`config.mk`:
```
export PLATFORM = sky130hd
export DESIGN_NAME = ldbe_encoder
export DESIGN_NICKNAME = d
export VERILOG_FILES = /design/src/design/ldbe_pkg.sv /design/src/design/ldbe_encoder.sv
export SDC_FILE = /design/constraint.sdc
export NUM_CORES = 1
export LEC_CHECK = 0
export BUFFER_PORTS_ARGS = -buffer_cell sky130_fd_sc_hd__buf_4
export CAP_MARGIN = 5
export CORE_AREA = 2 2 146 148
export CTS_CLUSTER_DIAMETER = 80
export DETAILED_ROUTE_END_ITERATION = 8
export DIE_AREA = 0 0 148 150
export GPL_TIMING_DRIVEN = 0
export PLACE_DENSITY = 0.72
export SKIP_LAST_GASP = 1
export SYNTH_ARGS = -nofsm -noshare
export SYNTH_HDL_FRONTEND = slang
export SYNTH_SLANG_ARGS = --single-unit
```
`constraint.sdc`:
```
create_clock -name clk -period 9.2 [get_ports clk]
set_input_delay 0.92 -clock clk [delete_from_list [all_inputs] [get_ports clk]]
set_output_delay 0.92 -clock clk [all_outputs]
set_load 0.005 [all_outputs]
```
`src/design/ldbe_pkg.sv`:
```
// Constants shared by the lane balance coder.
// Assumes a single core clock; no registers reachable by software.
// Contract
// - Balanced mode adds one balance flag bit per lane every cycle.
// - Flag is 0 for payload sent as is, 1 for inverted payload.
// - Word disparity equals count of ones minus count of zeros.
// - Running disparity starts at zero after reset and stays from +7 down to -6.
// - Add word disparity minus 1 if plain, 1 minus disparity if inverted.
// - Running disparity saturates at +7 and -6, never wraps.
// - Positive running and positive word disparity: send inverted.
// - Positive running, zero or negative word disparity: send as is.
// - Negative running, positive word disparity: send as is.
// - Negative running, zero or negative word disparity: send inverted.
// - Zero running disparity: send inverted regardless of word.
// - Unbalanced mode sends no flag, keeping legacy receiver lane format.
package ldbe_pkg;
    localparam int LDBE_LANES = 8;
    localparam int LDBE_WORD_BITS = 6;
    localparam int LDBE_DISP_W = 5;
    localparam logic signed [4:0] LDBE_DISP_MAX = 5'sh07;
    localparam logic signed [4:0] LDBE_DISP_MIN = -5'sh06;
    localparam logic signed [4:0] LDBE_DISP_RESET = 5'sh00;
endpackage

```
`src/design/ldbe_encoder.sv`:
```
// Per-lane DC balance coder ahead of the serializer: one lane cell, one copy per lane.
// Assumes data and mode select come from logic on the same clock.
`timescale 1ns/10ps
`default_nettype none

// One lane: decides inversion, appends the flag and tracks running disparity
module ldbe_lane
    import ldbe_pkg::*;
#(
    parameter int WORD_BITS = LDBE_WORD_BITS
)
(
    input wire logic clk,
    input wire logic nrst,
    input wire logic balance_mode_select,
    input wire logic [WORD_BITS-1:0] word,
    output logic [WORD_BITS:0] lane_bits,
    output logic balance_flag_bit
);

    logic signed [LDBE_DISP_W-1:0] disp_reg;
    logic signed [LDBE_DISP_W-1:0] disp_next;
    logic signed [LDBE_DISP_W-1:0] wdisp;
    // Two guard bits so the unclamped sum cannot wrap before saturation
    logic signed [LDBE_DISP_W+1:0] sum;
    logic invert;
    logic flag_reg;
    logic [WORD_BITS:0] out_reg;
    logic [WORD_BITS:0] out_next;

    // Ones minus zeros: start at minus the word width, add two per set bit
    always_comb
    begin
        wdisp = -LDBE_DISP_W'(WORD_BITS);
        for (int i = 0; i < WORD_BITS; i++)
        begin
            if (word[i])
            begin
                wdisp = wdisp + LDBE_DISP_W'(2);
            end
        end
    end

    always_comb
    begin
        if (disp_reg > 0)
        begin
            invert = (wdisp > 0);
        end
        else if (disp_reg < 0)
        begin
            invert = (wdisp <= 0);
        end
        else
        begin
            invert = 1'b1;
        end
    end

    always_comb
    begin
        if (invert)
        begin
            sum = 7'(disp_reg) + 7'sh01 - 7'(wdisp);
        end
        else
        begin
            sum = 7'(disp_reg) + 7'(wdisp) - 7'sh01;
        end
    end

    // Plain mode freezes the disparity so a return to balanced mode resumes it
    always_comb
    begin
        if (!balance_mode_select)
        begin
            disp_next = disp_reg;
        end
        else if (sum > 7'(LDBE_DISP_MAX))
        begin
            disp_next = LDBE_DISP_MAX;
        end
        else if (sum < 7'(LDBE_DISP_MIN))
        begin
            disp_next = LDBE_DISP_MIN;
        end
        else
        begin
            disp_next = sum[LDBE_DISP_W-1:0];
        end
    end

    // Plain mode keeps the legacy format: the bit above the payload stays low
    always_comb
    begin
        if (balance_mode_select)
        begin
            out_next = {invert, invert ? ~word : word};
        end
        else
        begin
            out_next = {1'b0, word};
        end
    end

    always_ff @(posedge clk or negedge nrst)
    begin
        if (!nrst)
        begin
            disp_reg <= LDBE_DISP_RESET;
        end
        else
        begin
            disp_reg <= disp_next;
        end
    end

    always_ff @(posedge clk or negedge nrst)
    begin
        if (!nrst)
        begin
            out_reg <= '0;
            flag_reg <= 1'b0;
        end
        else
        begin
            out_reg <= out_next;
            flag_reg <= balance_mode_select && invert;
        end
    end

    assign lane_bits = out_reg;
    assign balance_flag_bit = flag_reg;

    // Polarity checks look at the decision inputs one edge before the flag shows
    a_word_disp: assert property (@(posedge clk) disable iff (!nrst)
        wdisp == 2 * $countones(word) - WORD_BITS)
        else $error("word disparity wrong");

    a_disp_range: assert property (@(posedge clk) disable iff (!nrst)
        disp_reg <= LDBE_DISP_MAX && disp_reg >= LDBE_DISP_MIN)
        else $error("disparity out of range");

    a_zero_inverts: assert property (@(posedge clk) disable iff (!nrst)
        balance_mode_select && disp_reg == 0 |=> flag_reg)
        else $error("zero disparity did not invert");

    a_pos_pos: assert property (@(posedge clk) disable iff (!nrst)
        balance_mode_select && disp_reg > 0 && wdisp > 0 |=> flag_reg)
        else $error("pos pos not inverted");

    a_pos_neg: assert property (@(posedge clk) disable iff (!nrst)
        balance_mode_select && disp_reg > 0 && wdisp <= 0 |=> !flag_reg)
        else $error("pos nonpos inverted");

    a_neg_pos: assert property (@(posedge clk) disable iff (!nrst)
        balance_mode_select && disp_reg < 0 && wdisp > 0 |=> !flag_reg)
        else $error("neg pos inverted");

    a_neg_neg: assert property (@(posedge clk) disable iff (!nrst)
        balance_mode_select && disp_reg < 0 && wdisp <= 0 |=> flag_reg)
        else $error("neg nonpos not inverted");

    a_flag_payload: assert property (@(posedge clk) disable iff (!nrst)
        balance_mode_select |=> out_reg[WORD_BITS] == flag_reg
        && out_reg[WORD_BITS-1:0] == (flag_reg ? ~$past(word) : $past(word)))
        else $error("payload does not match flag");

    a_plain_mode: assert property (@(posedge clk) disable iff (!nrst)
        !balance_mode_select |=> !flag_reg && !out_reg[WORD_BITS]
        && out_reg[WORD_BITS-1:0] == $past(word) && $stable(disp_reg))
        else $error("plain mode altered data");

    a_disp_step: assert property (@(posedge clk) disable iff (!nrst)
        balance_mode_select && disp_reg < 0 && wdisp == 6
        |=> disp_reg == $past(disp_reg) + 5'sh05)
        else $error("disparity update wrong");

    a_pos_drop: assert property (@(posedge clk) disable iff (!nrst)
        balance_mode_select && disp_reg > 0 && wdisp == 6
        |=> disp_reg == $past(disp_reg) - 5'sh05)
        else $error("inverted update wrong");

    a_zero_step: assert property (@(posedge clk) disable iff (!nrst)
        balance_mode_select && disp_reg == 0 && wdisp == 6 |=> disp_reg == -5'sh05)
        else $error("zero disparity step wrong");

    a_zero_low: assert property (@(posedge clk) disable iff (!nrst)
        balance_mode_select && disp_reg == 0 && wdisp == -6 |=> disp_reg == LDBE_DISP_MAX)
        else $error("upper limit step wrong");

    a_reset_zero: assert property (@(posedge clk) disable iff (!nrst)
        $rose(nrst) |-> disp_reg == LDBE_DISP_RESET && out_reg == '0)
        else $error("reset state wrong");

endmodule

module ldbe_encoder
    import ldbe_pkg::*;
#(
    parameter int LANES = LDBE_LANES,
    parameter int WORD_BITS = LDBE_WORD_BITS
)
(
    input wire logic clk,
    input wire logic nrst,
    input wire logic balance_mode_select,
    input wire logic [LANES*WORD_BITS-1:0] data_in,
    output logic [LANES*(WORD_BITS+1)-1:0] lane_out,
    output logic [LANES-1:0] balance_flag_bit
);
    // Lanes share only clock, reset and the mode select; each cell keeps its own disparity
    genvar g;
    generate
        for (g = 0; g < LANES; g++)
        begin : gl
            ldbe_lane #(
                .WORD_BITS(WORD_BITS)
            )
            ldbe_lane_inst
            (
                .clk(clk),
                .nrst(nrst),
                .balance_mode_select(balance_mode_select),
                .word(data_in[g*WORD_BITS +: WORD_BITS]),
                .lane_bits(lane_out[g*(WORD_BITS+1) +: WORD_BITS+1]),
                .balance_flag_bit(balance_flag_bit[g])
            );
        end
    endgenerate
endmodule
`default_nettype wire

```
After elaboration in Yosys (flattened, before gate mapping)
Cells that the tools add are included.

storage, ports and cells
  flip-flop bits (word level) = 104
  input bits = 51
  output and inout bits = 64
  logic and storage cells = 264

cells by class
  add/sub/neg operators = 72
  order comparisons = 48
  muxes and demuxes = 104
  bitwise logic cells = 8
  reduce and logical (&&, ||, !) cells = 8

operator list
  kind                                                                              count
  5-bit two-way mux                                                                 56
  5-bit by 3-bit adder with 5-bit output, second input constant                     32
  7-bit two-way mux                                                                 16
  5-bit by 1-bit > comparator with 1-bit output, second input constant              16
  7-bit by 4-bit > comparator with 1-bit output, second input constant              8
  7-bit by 4-bit < comparator with 1-bit output, second input constant              8
  6-bit by 5-bit subtractor with 7-bit output                                       8
  7-bit by 2-bit subtractor with 7-bit output, second input constant                8
  5-bit by 2-bit adder with 6-bit output, second input constant                     8
  5-bit by 5-bit adder with 6-bit output                                            8
  6-bit two-way mux                                                                 8
  6-bit NOT                                                                         8
  4-bit by 3-bit adder with 5-bit output, second input constant                     8
  5-bit by 1-bit less-or-equal comparator with 1-bit output, second input constant  8
  5-bit by 1-bit < comparator with 1-bit output, second input constant              8
  3-bit two-way mux                                                                 8
  1-bit two-way mux                                                                 16
  1-bit logical AND                                                                 8

Longest topological paths before layout
  depth after elaboration = 18
  depth in mapped cells = 23

Cells and area by module
A second synthesis with hierarchy kept.

second synthesis, totals
  cell total of the unflattened synthesis = 1309
  area total of the unflattened synthesis = 12296.8 um2

modules (own cells, without submodules)
  module                                instances  cells each  area an instance (um2)  sequential area each (um2)
  ldbe_lane (gl[1].ldbe_lane_inst ...)  4          160         1500.2                  300.3
  ldbe_lane (gl[2].ldbe_lane_inst ...)  2          170         1575.3                  300.3
  ldbe_lane (gl[0].ldbe_lane_inst)      1          170         1600.3                  300.3
  ldbe_lane (gl[7].ldbe_lane_inst)      1          159         1545.2                  300.3

Worst setup path before layout
No wires, ideal clock.

  path kind = input -> register
  from = input port data_in[24]
  to = register gl[4].ldbe_lane_inst.disp_reg[0]
  setup time = 0.134 ns
  arrival time = 4.925 ns
  data required time = 9.066 ns
  slack = 4.141 ns
  cell stages on the path = 20
  cells stage by stage = fa_1 -> xnor2_1 -> ha_1 -> nand2b_1 -> o21ai_0 -> inv_1 -> ha_1 -> nand2_1 -> o21ai_0 -> ha_1 -> inv_1 -> fa_1 -> a21o_1 -> a21oi_1 -> xor2_1 -> o21a_1 -> mux2_2 -> a221oi_1 -> and2_1 -> o22ai_1

between the ends
  cells in the longest elaborated chain, start to end = 18
  elaborated cells between the ends (all ways) = 23

ends and longest elaborated chain
  what                                                                                                 RTL line             RTL
  start: declaration                                                                                   ldbe_encoder.sv:208  input wire logic [LANES*WORD_BITS-1:0] data_in,
  3-bit two-way mux *                                                                                  ldbe_encoder.sv:37   if (word[i])
  4-bit by 3-bit adder with 5-bit output                                                               ldbe_encoder.sv:39   wdisp = wdisp + LDBE_DISP_W'(2);
  5-bit two-way mux *                                                                                  ldbe_encoder.sv:37
  5-bit by 3-bit adder with 5-bit output                                                               ldbe_encoder.sv:39
  5-bit two-way mux *                                                                                  ldbe_encoder.sv:37
  5-bit by 3-bit adder with 5-bit output                                                               ldbe_encoder.sv:39
  5-bit two-way mux *                                                                                  ldbe_encoder.sv:37
  5-bit by 3-bit adder with 5-bit output                                                               ldbe_encoder.sv:39
  5-bit two-way mux *                                                                                  ldbe_encoder.sv:37
  5-bit by 3-bit adder with 5-bit output                                                               ldbe_encoder.sv:39
  5-bit two-way mux *                                                                                  ldbe_encoder.sv:37
  parallel branches: the longest is 3 deep, another holds 7-bit by 2-bit subtractor with 7-bit output  n/a
  7-bit two-way mux *                                                                                  ldbe_encoder.sv:62   if (invert)
  7-bit by 4-bit < comparator with 1-bit output                                                        ldbe_encoder.sv:83   else if (sum < 7'(LDBE_DISP_MIN))
  5-bit two-way mux                                                                                    ldbe_encoder.sv:83
  5-bit two-way mux *                                                                                  ldbe_encoder.sv:79   else if (sum > 7'(LDBE_DISP_MAX))
  end signal: assignment                                                                               ldbe_encoder.sv:114  disp_reg <= disp_next;
  end: declaration                                                                                     ldbe_encoder.sv:21   logic signed [LDBE_DISP_W-1:0] disp_reg;

Every way passes the cells marked *.
A chain may end at the register's enable or synchronous reset.

Worst setup path in the final report
  from = input port data_in[0]
  to = register gl[0].ldbe_lane_inst.disp_reg[0]

between the ends
  cells in the longest elaborated chain, start to end = 18
  elaborated cells between the ends (all ways) = 23

ends and longest elaborated chain
  what                                                                                                 RTL line
  3-bit two-way mux *                                                                                  ldbe_encoder.sv:37
  4-bit by 3-bit adder with 5-bit output                                                               ldbe_encoder.sv:39
  5-bit two-way mux *                                                                                  ldbe_encoder.sv:37
  5-bit by 3-bit adder with 5-bit output                                                               ldbe_encoder.sv:39
  5-bit two-way mux *                                                                                  ldbe_encoder.sv:37
  5-bit by 3-bit adder with 5-bit output                                                               ldbe_encoder.sv:39
  5-bit two-way mux *                                                                                  ldbe_encoder.sv:37
  5-bit by 3-bit adder with 5-bit output                                                               ldbe_encoder.sv:39
  5-bit two-way mux *                                                                                  ldbe_encoder.sv:37
  5-bit by 3-bit adder with 5-bit output                                                               ldbe_encoder.sv:39
  5-bit two-way mux *                                                                                  ldbe_encoder.sv:37
  parallel branches: the longest is 3 deep, another holds 7-bit by 2-bit subtractor with 7-bit output  n/a
  7-bit two-way mux *                                                                                  ldbe_encoder.sv:62
  7-bit by 4-bit < comparator with 1-bit output                                                        ldbe_encoder.sv:83
  5-bit two-way mux                                                                                    ldbe_encoder.sv:83
  5-bit two-way mux *                                                                                  ldbe_encoder.sv:79
  end signal: assignment                                                                               ldbe_encoder.sv:114
  end: declaration                                                                                     ldbe_encoder.sv:21

Marked as above.

==> flow_summary.yaml <==
critical_path:
  critPathMaxFanout: 5
  crit_start: "data_in[0]"
  critPathKind: "in2reg"
  worst_ep_arrival_time_ns: 5.71
  timing.critical_path.from_type: "input port"
  worstSetupEndpointType: "flip-flop"
  worst_ep_required_time_ns: 9.48
  worstReg2RegStart: "gl[3].ldbe_lane_inst.disp_reg[1]"
die:
  initial_core_util_pct: 53.97
  chipWidth_um: 148
  rows: 53
  number_of_top_level_design_ports: 115
  die_area_um2: 22200
  chipHeight_um: 150
  placeableCoreArea_um2: 20690
detailed_routing:
  drt-initial-drc-count: 494
  drtPass1Iterations: 5
  route.antenna.remaining_nets: 0
  route.final.wire_length_um: 23240
  routed_wire_length_per_instance_um: 14.02
  post_drt_via_cell_ratio: 5.393
  dr_total_vias: 8941
  drc_errors: 0
clock_network:
  clockBufferDepth: 2
  cts.sink_count: 96
  cts_tree: "built"
  cts.repair.resized: 0
  clk_transition_reported_paths_ns: 0.07
  clock_latency_ns: 0.37
  cts.root.buffer_cell: "clkbuf_16"
  tritoncts.num_buffers: 9
  post-cts-setup-buffer-count: 0
  cts.hold.buffers_added: 0
  ctsHtreeMaxLevel: 3
synth:
  syn-instance-count: 1268
  yosysWarningCount: 0
  ff_latch_count_synth: 96
  seq_area_frac_synth_pct: 21.52
  ys_async_sr_fraction_pct: 100.0
  synth.net_count: 1503
  postSynth.topFlopCell: "dfrtp_1"
  yosysUniqueCellTypes: 80
  syn-mean-instance-area_um2: 8.806
  synth_area_um2: 11170
  synth_enable_flop_cells: 0
placed_design:
  detailed_place_hpwl_um: 18370
  finalWeightedCongestion: 0.8907
  place_area_um2: 12250
  io_buffer_count: 98
finish:
  area_growth_syn_to_layout_pct: 12.49
  layout-drive-gt1-share_pct: 14.39
  final_design_area_no_fill_um2: 12560
  finish.net_count: 1613
  final_cell_mix: "160 x ha_1, 145 x inv_1, 114 x buf_4"
  leading_cell_type_in_the_layout_fill_and_taps_excluded: "ha_1"
  final_core_util_pct: 60.71
  largest_register_ff_count: 48
  n_antenna_cell: 0
sta:
  layout_min_cycle_time_ns: 5.428
  finalHoldViolCount: 0
  finalHoldWorstSlack_ns: 0.3825
  fin_worst_skew_ns: 0.008704
  maxSlewHeadroom_pct: 49.24
  setup_viol: 0
  max_slew.worst_pin.slew_ns: 0.7614
  setup_total_negative_slack_ns: 0
  setup_repair_after_global_routing_missed_its_margin: "false"
  max_freq_ghz: 0.1842
  final.period_utilization_pct: 59.00
  maxSlewViolCount: 0
global_route:
  grt_first_pass_wirelength_um: 38920
  via_count_of_the_first_global_routing_pass: 8571
  grt.total_usage_pct: 21.14
  grt_overflow_total: 0
  grt_antenna_before_repair: 0
  grt_max_degree: 97
flow_run:
  cap_viol_max_count: 0
outcome:
  run_status: "finished, final reports clean"
power_and_ir_drop:
  vdd.ir_drop.worst_mv: 0.1560
  static-leakage-power_nw: 6.228
  p_per_area_nw_per_um2: 397.4
min_path:
  min_path_type: "in2async"
-- critical path, stage by stage --
cell and delay (ns):
buf_4 0.14, fa_1 0.64, xnor2_4 0.16, ha_1 0.26
nor2_1 0.20, or2_2 0.16, inv_1 0.04, ha_1 0.28
nand2_1 0.07, o21ai_0 0.22, ha_1 0.38, inv_1 0.08
fa_1 0.46, a21o_1 0.18, a21oi_1 0.17, xor2_1 0.22
nor2_1 0.07, a21boi_0 0.45, mux2i_1 0.15, nor2_1 0.20
o311ai_0 0.13, o21ai_0 0.13
-- Yosys cell counts (17+ instances only) --
library cell / instances / share of area (%)
buf_4: 17 / 1.1
xor2_1: 32 / 2.5
a21o_1: 31 / 2.1
a31oi_1: 30 / 1.7
ha_1: 160 / 18
nor2_1: 77 / 2.6
inv_1: 145 / 4.9
o21ai_0: 57 / 2.6
nand2b_1: 19 / 1.1
mux2i_1: 23 / 2.1
a21oi_1: 57 / 2.6
fa_1: 24 / 4.3
dfrtp_1: 96 / 22
nand3b_1: 18 / 1.2
xnor2_1: 105 / 8.2
nand2_1: 94 / 3.2
-- final cells by class --
type | instances | area [µm²]
Fill cell | 1768 | 8129
Multi-Input combinational cell | 980 | 7953
Sequential cell | 96 | 2402
Timing Repair Buffer | 99 | 767.0
Inverter | 149 | 559.3
Tap cell | 275 | 344.1
Buffer | 43 | 251.5
Clock buffer | 9 | 225.2
Clock inverter | 7 | 58.81
-- path summary, 6_finish.rpt --
kind / slack (ns) / end / cells after the start
setup / recovery: 3.77 / gl[0].ldbe_lane_inst.disp_reg[0] / 22
max in group asynchronous: 8.14 / gl[4].ldbe_lane_inst.lane_bits[3] / 2
setup reg to reg: 5.99 / gl[3].ldbe_lane_inst.disp_reg[2] / 13
min in group clk: 0.59 / gl[7].ldbe_lane_inst.disp_reg[3] / 1
hold / removal: 0.38 / gl[7].ldbe_lane_inst.lane_bits[4] / 1
hold reg to reg: 0.59 / gl[7].ldbe_lane_inst.disp_reg[3] / 1
-- per-layer routing --
layer	vias up	part of all wire (%)	GRT usage [%]
met4	0	0.99	5.000
met1	4226	47	27.52
li1	4550	-	-
met3	16	2.9	2.195
met5	-	0	0
met2	149	49	37.80
-- where the power goes --
part | switching (mW) | internal [mW]
Sequential | 0.150 | 0.607
Clock | 0.190 | 0.189
Combinational | 2.08 | 1.78
Total | 2.42 | 2.57
-- logic make-up (layout without fill, tap and decap cells) --
family | count (synthesis) | after routing | synth area share, %
multiplexers | 44 | 44 | 4.292
XOR/XNOR | 149 | 149 | 13.12
AND/OR/NAND/NOR | 321 | 321 | 14.38
AO/OA/AOI/OAI | 282 | 282 | 17.20
buffers and inverters | 192 | 307 | 7.261
adder cells (fa/ha/maj) | 184 | 184 | 22.23
flip-flops | 96 | 96 | 21.51
-- per-stage QoR --
stage | total power, mW | cells | setup slack (ns)
3_3_place_gp | 4.469 | 1641 | 3.580
4_1_cts | 4.980 | 1657 | 3.784
2_1_floorplan | 3.717 | 1268 | 4.141
5_1_grt | 5.509 | 1658 | 3.467
3_5_place_dp | 4.570 | 1641 | 3.415
6_report | 4.992 | 1658 | 3.772
No activity file was read; power rests on OpenSTA's default activity.
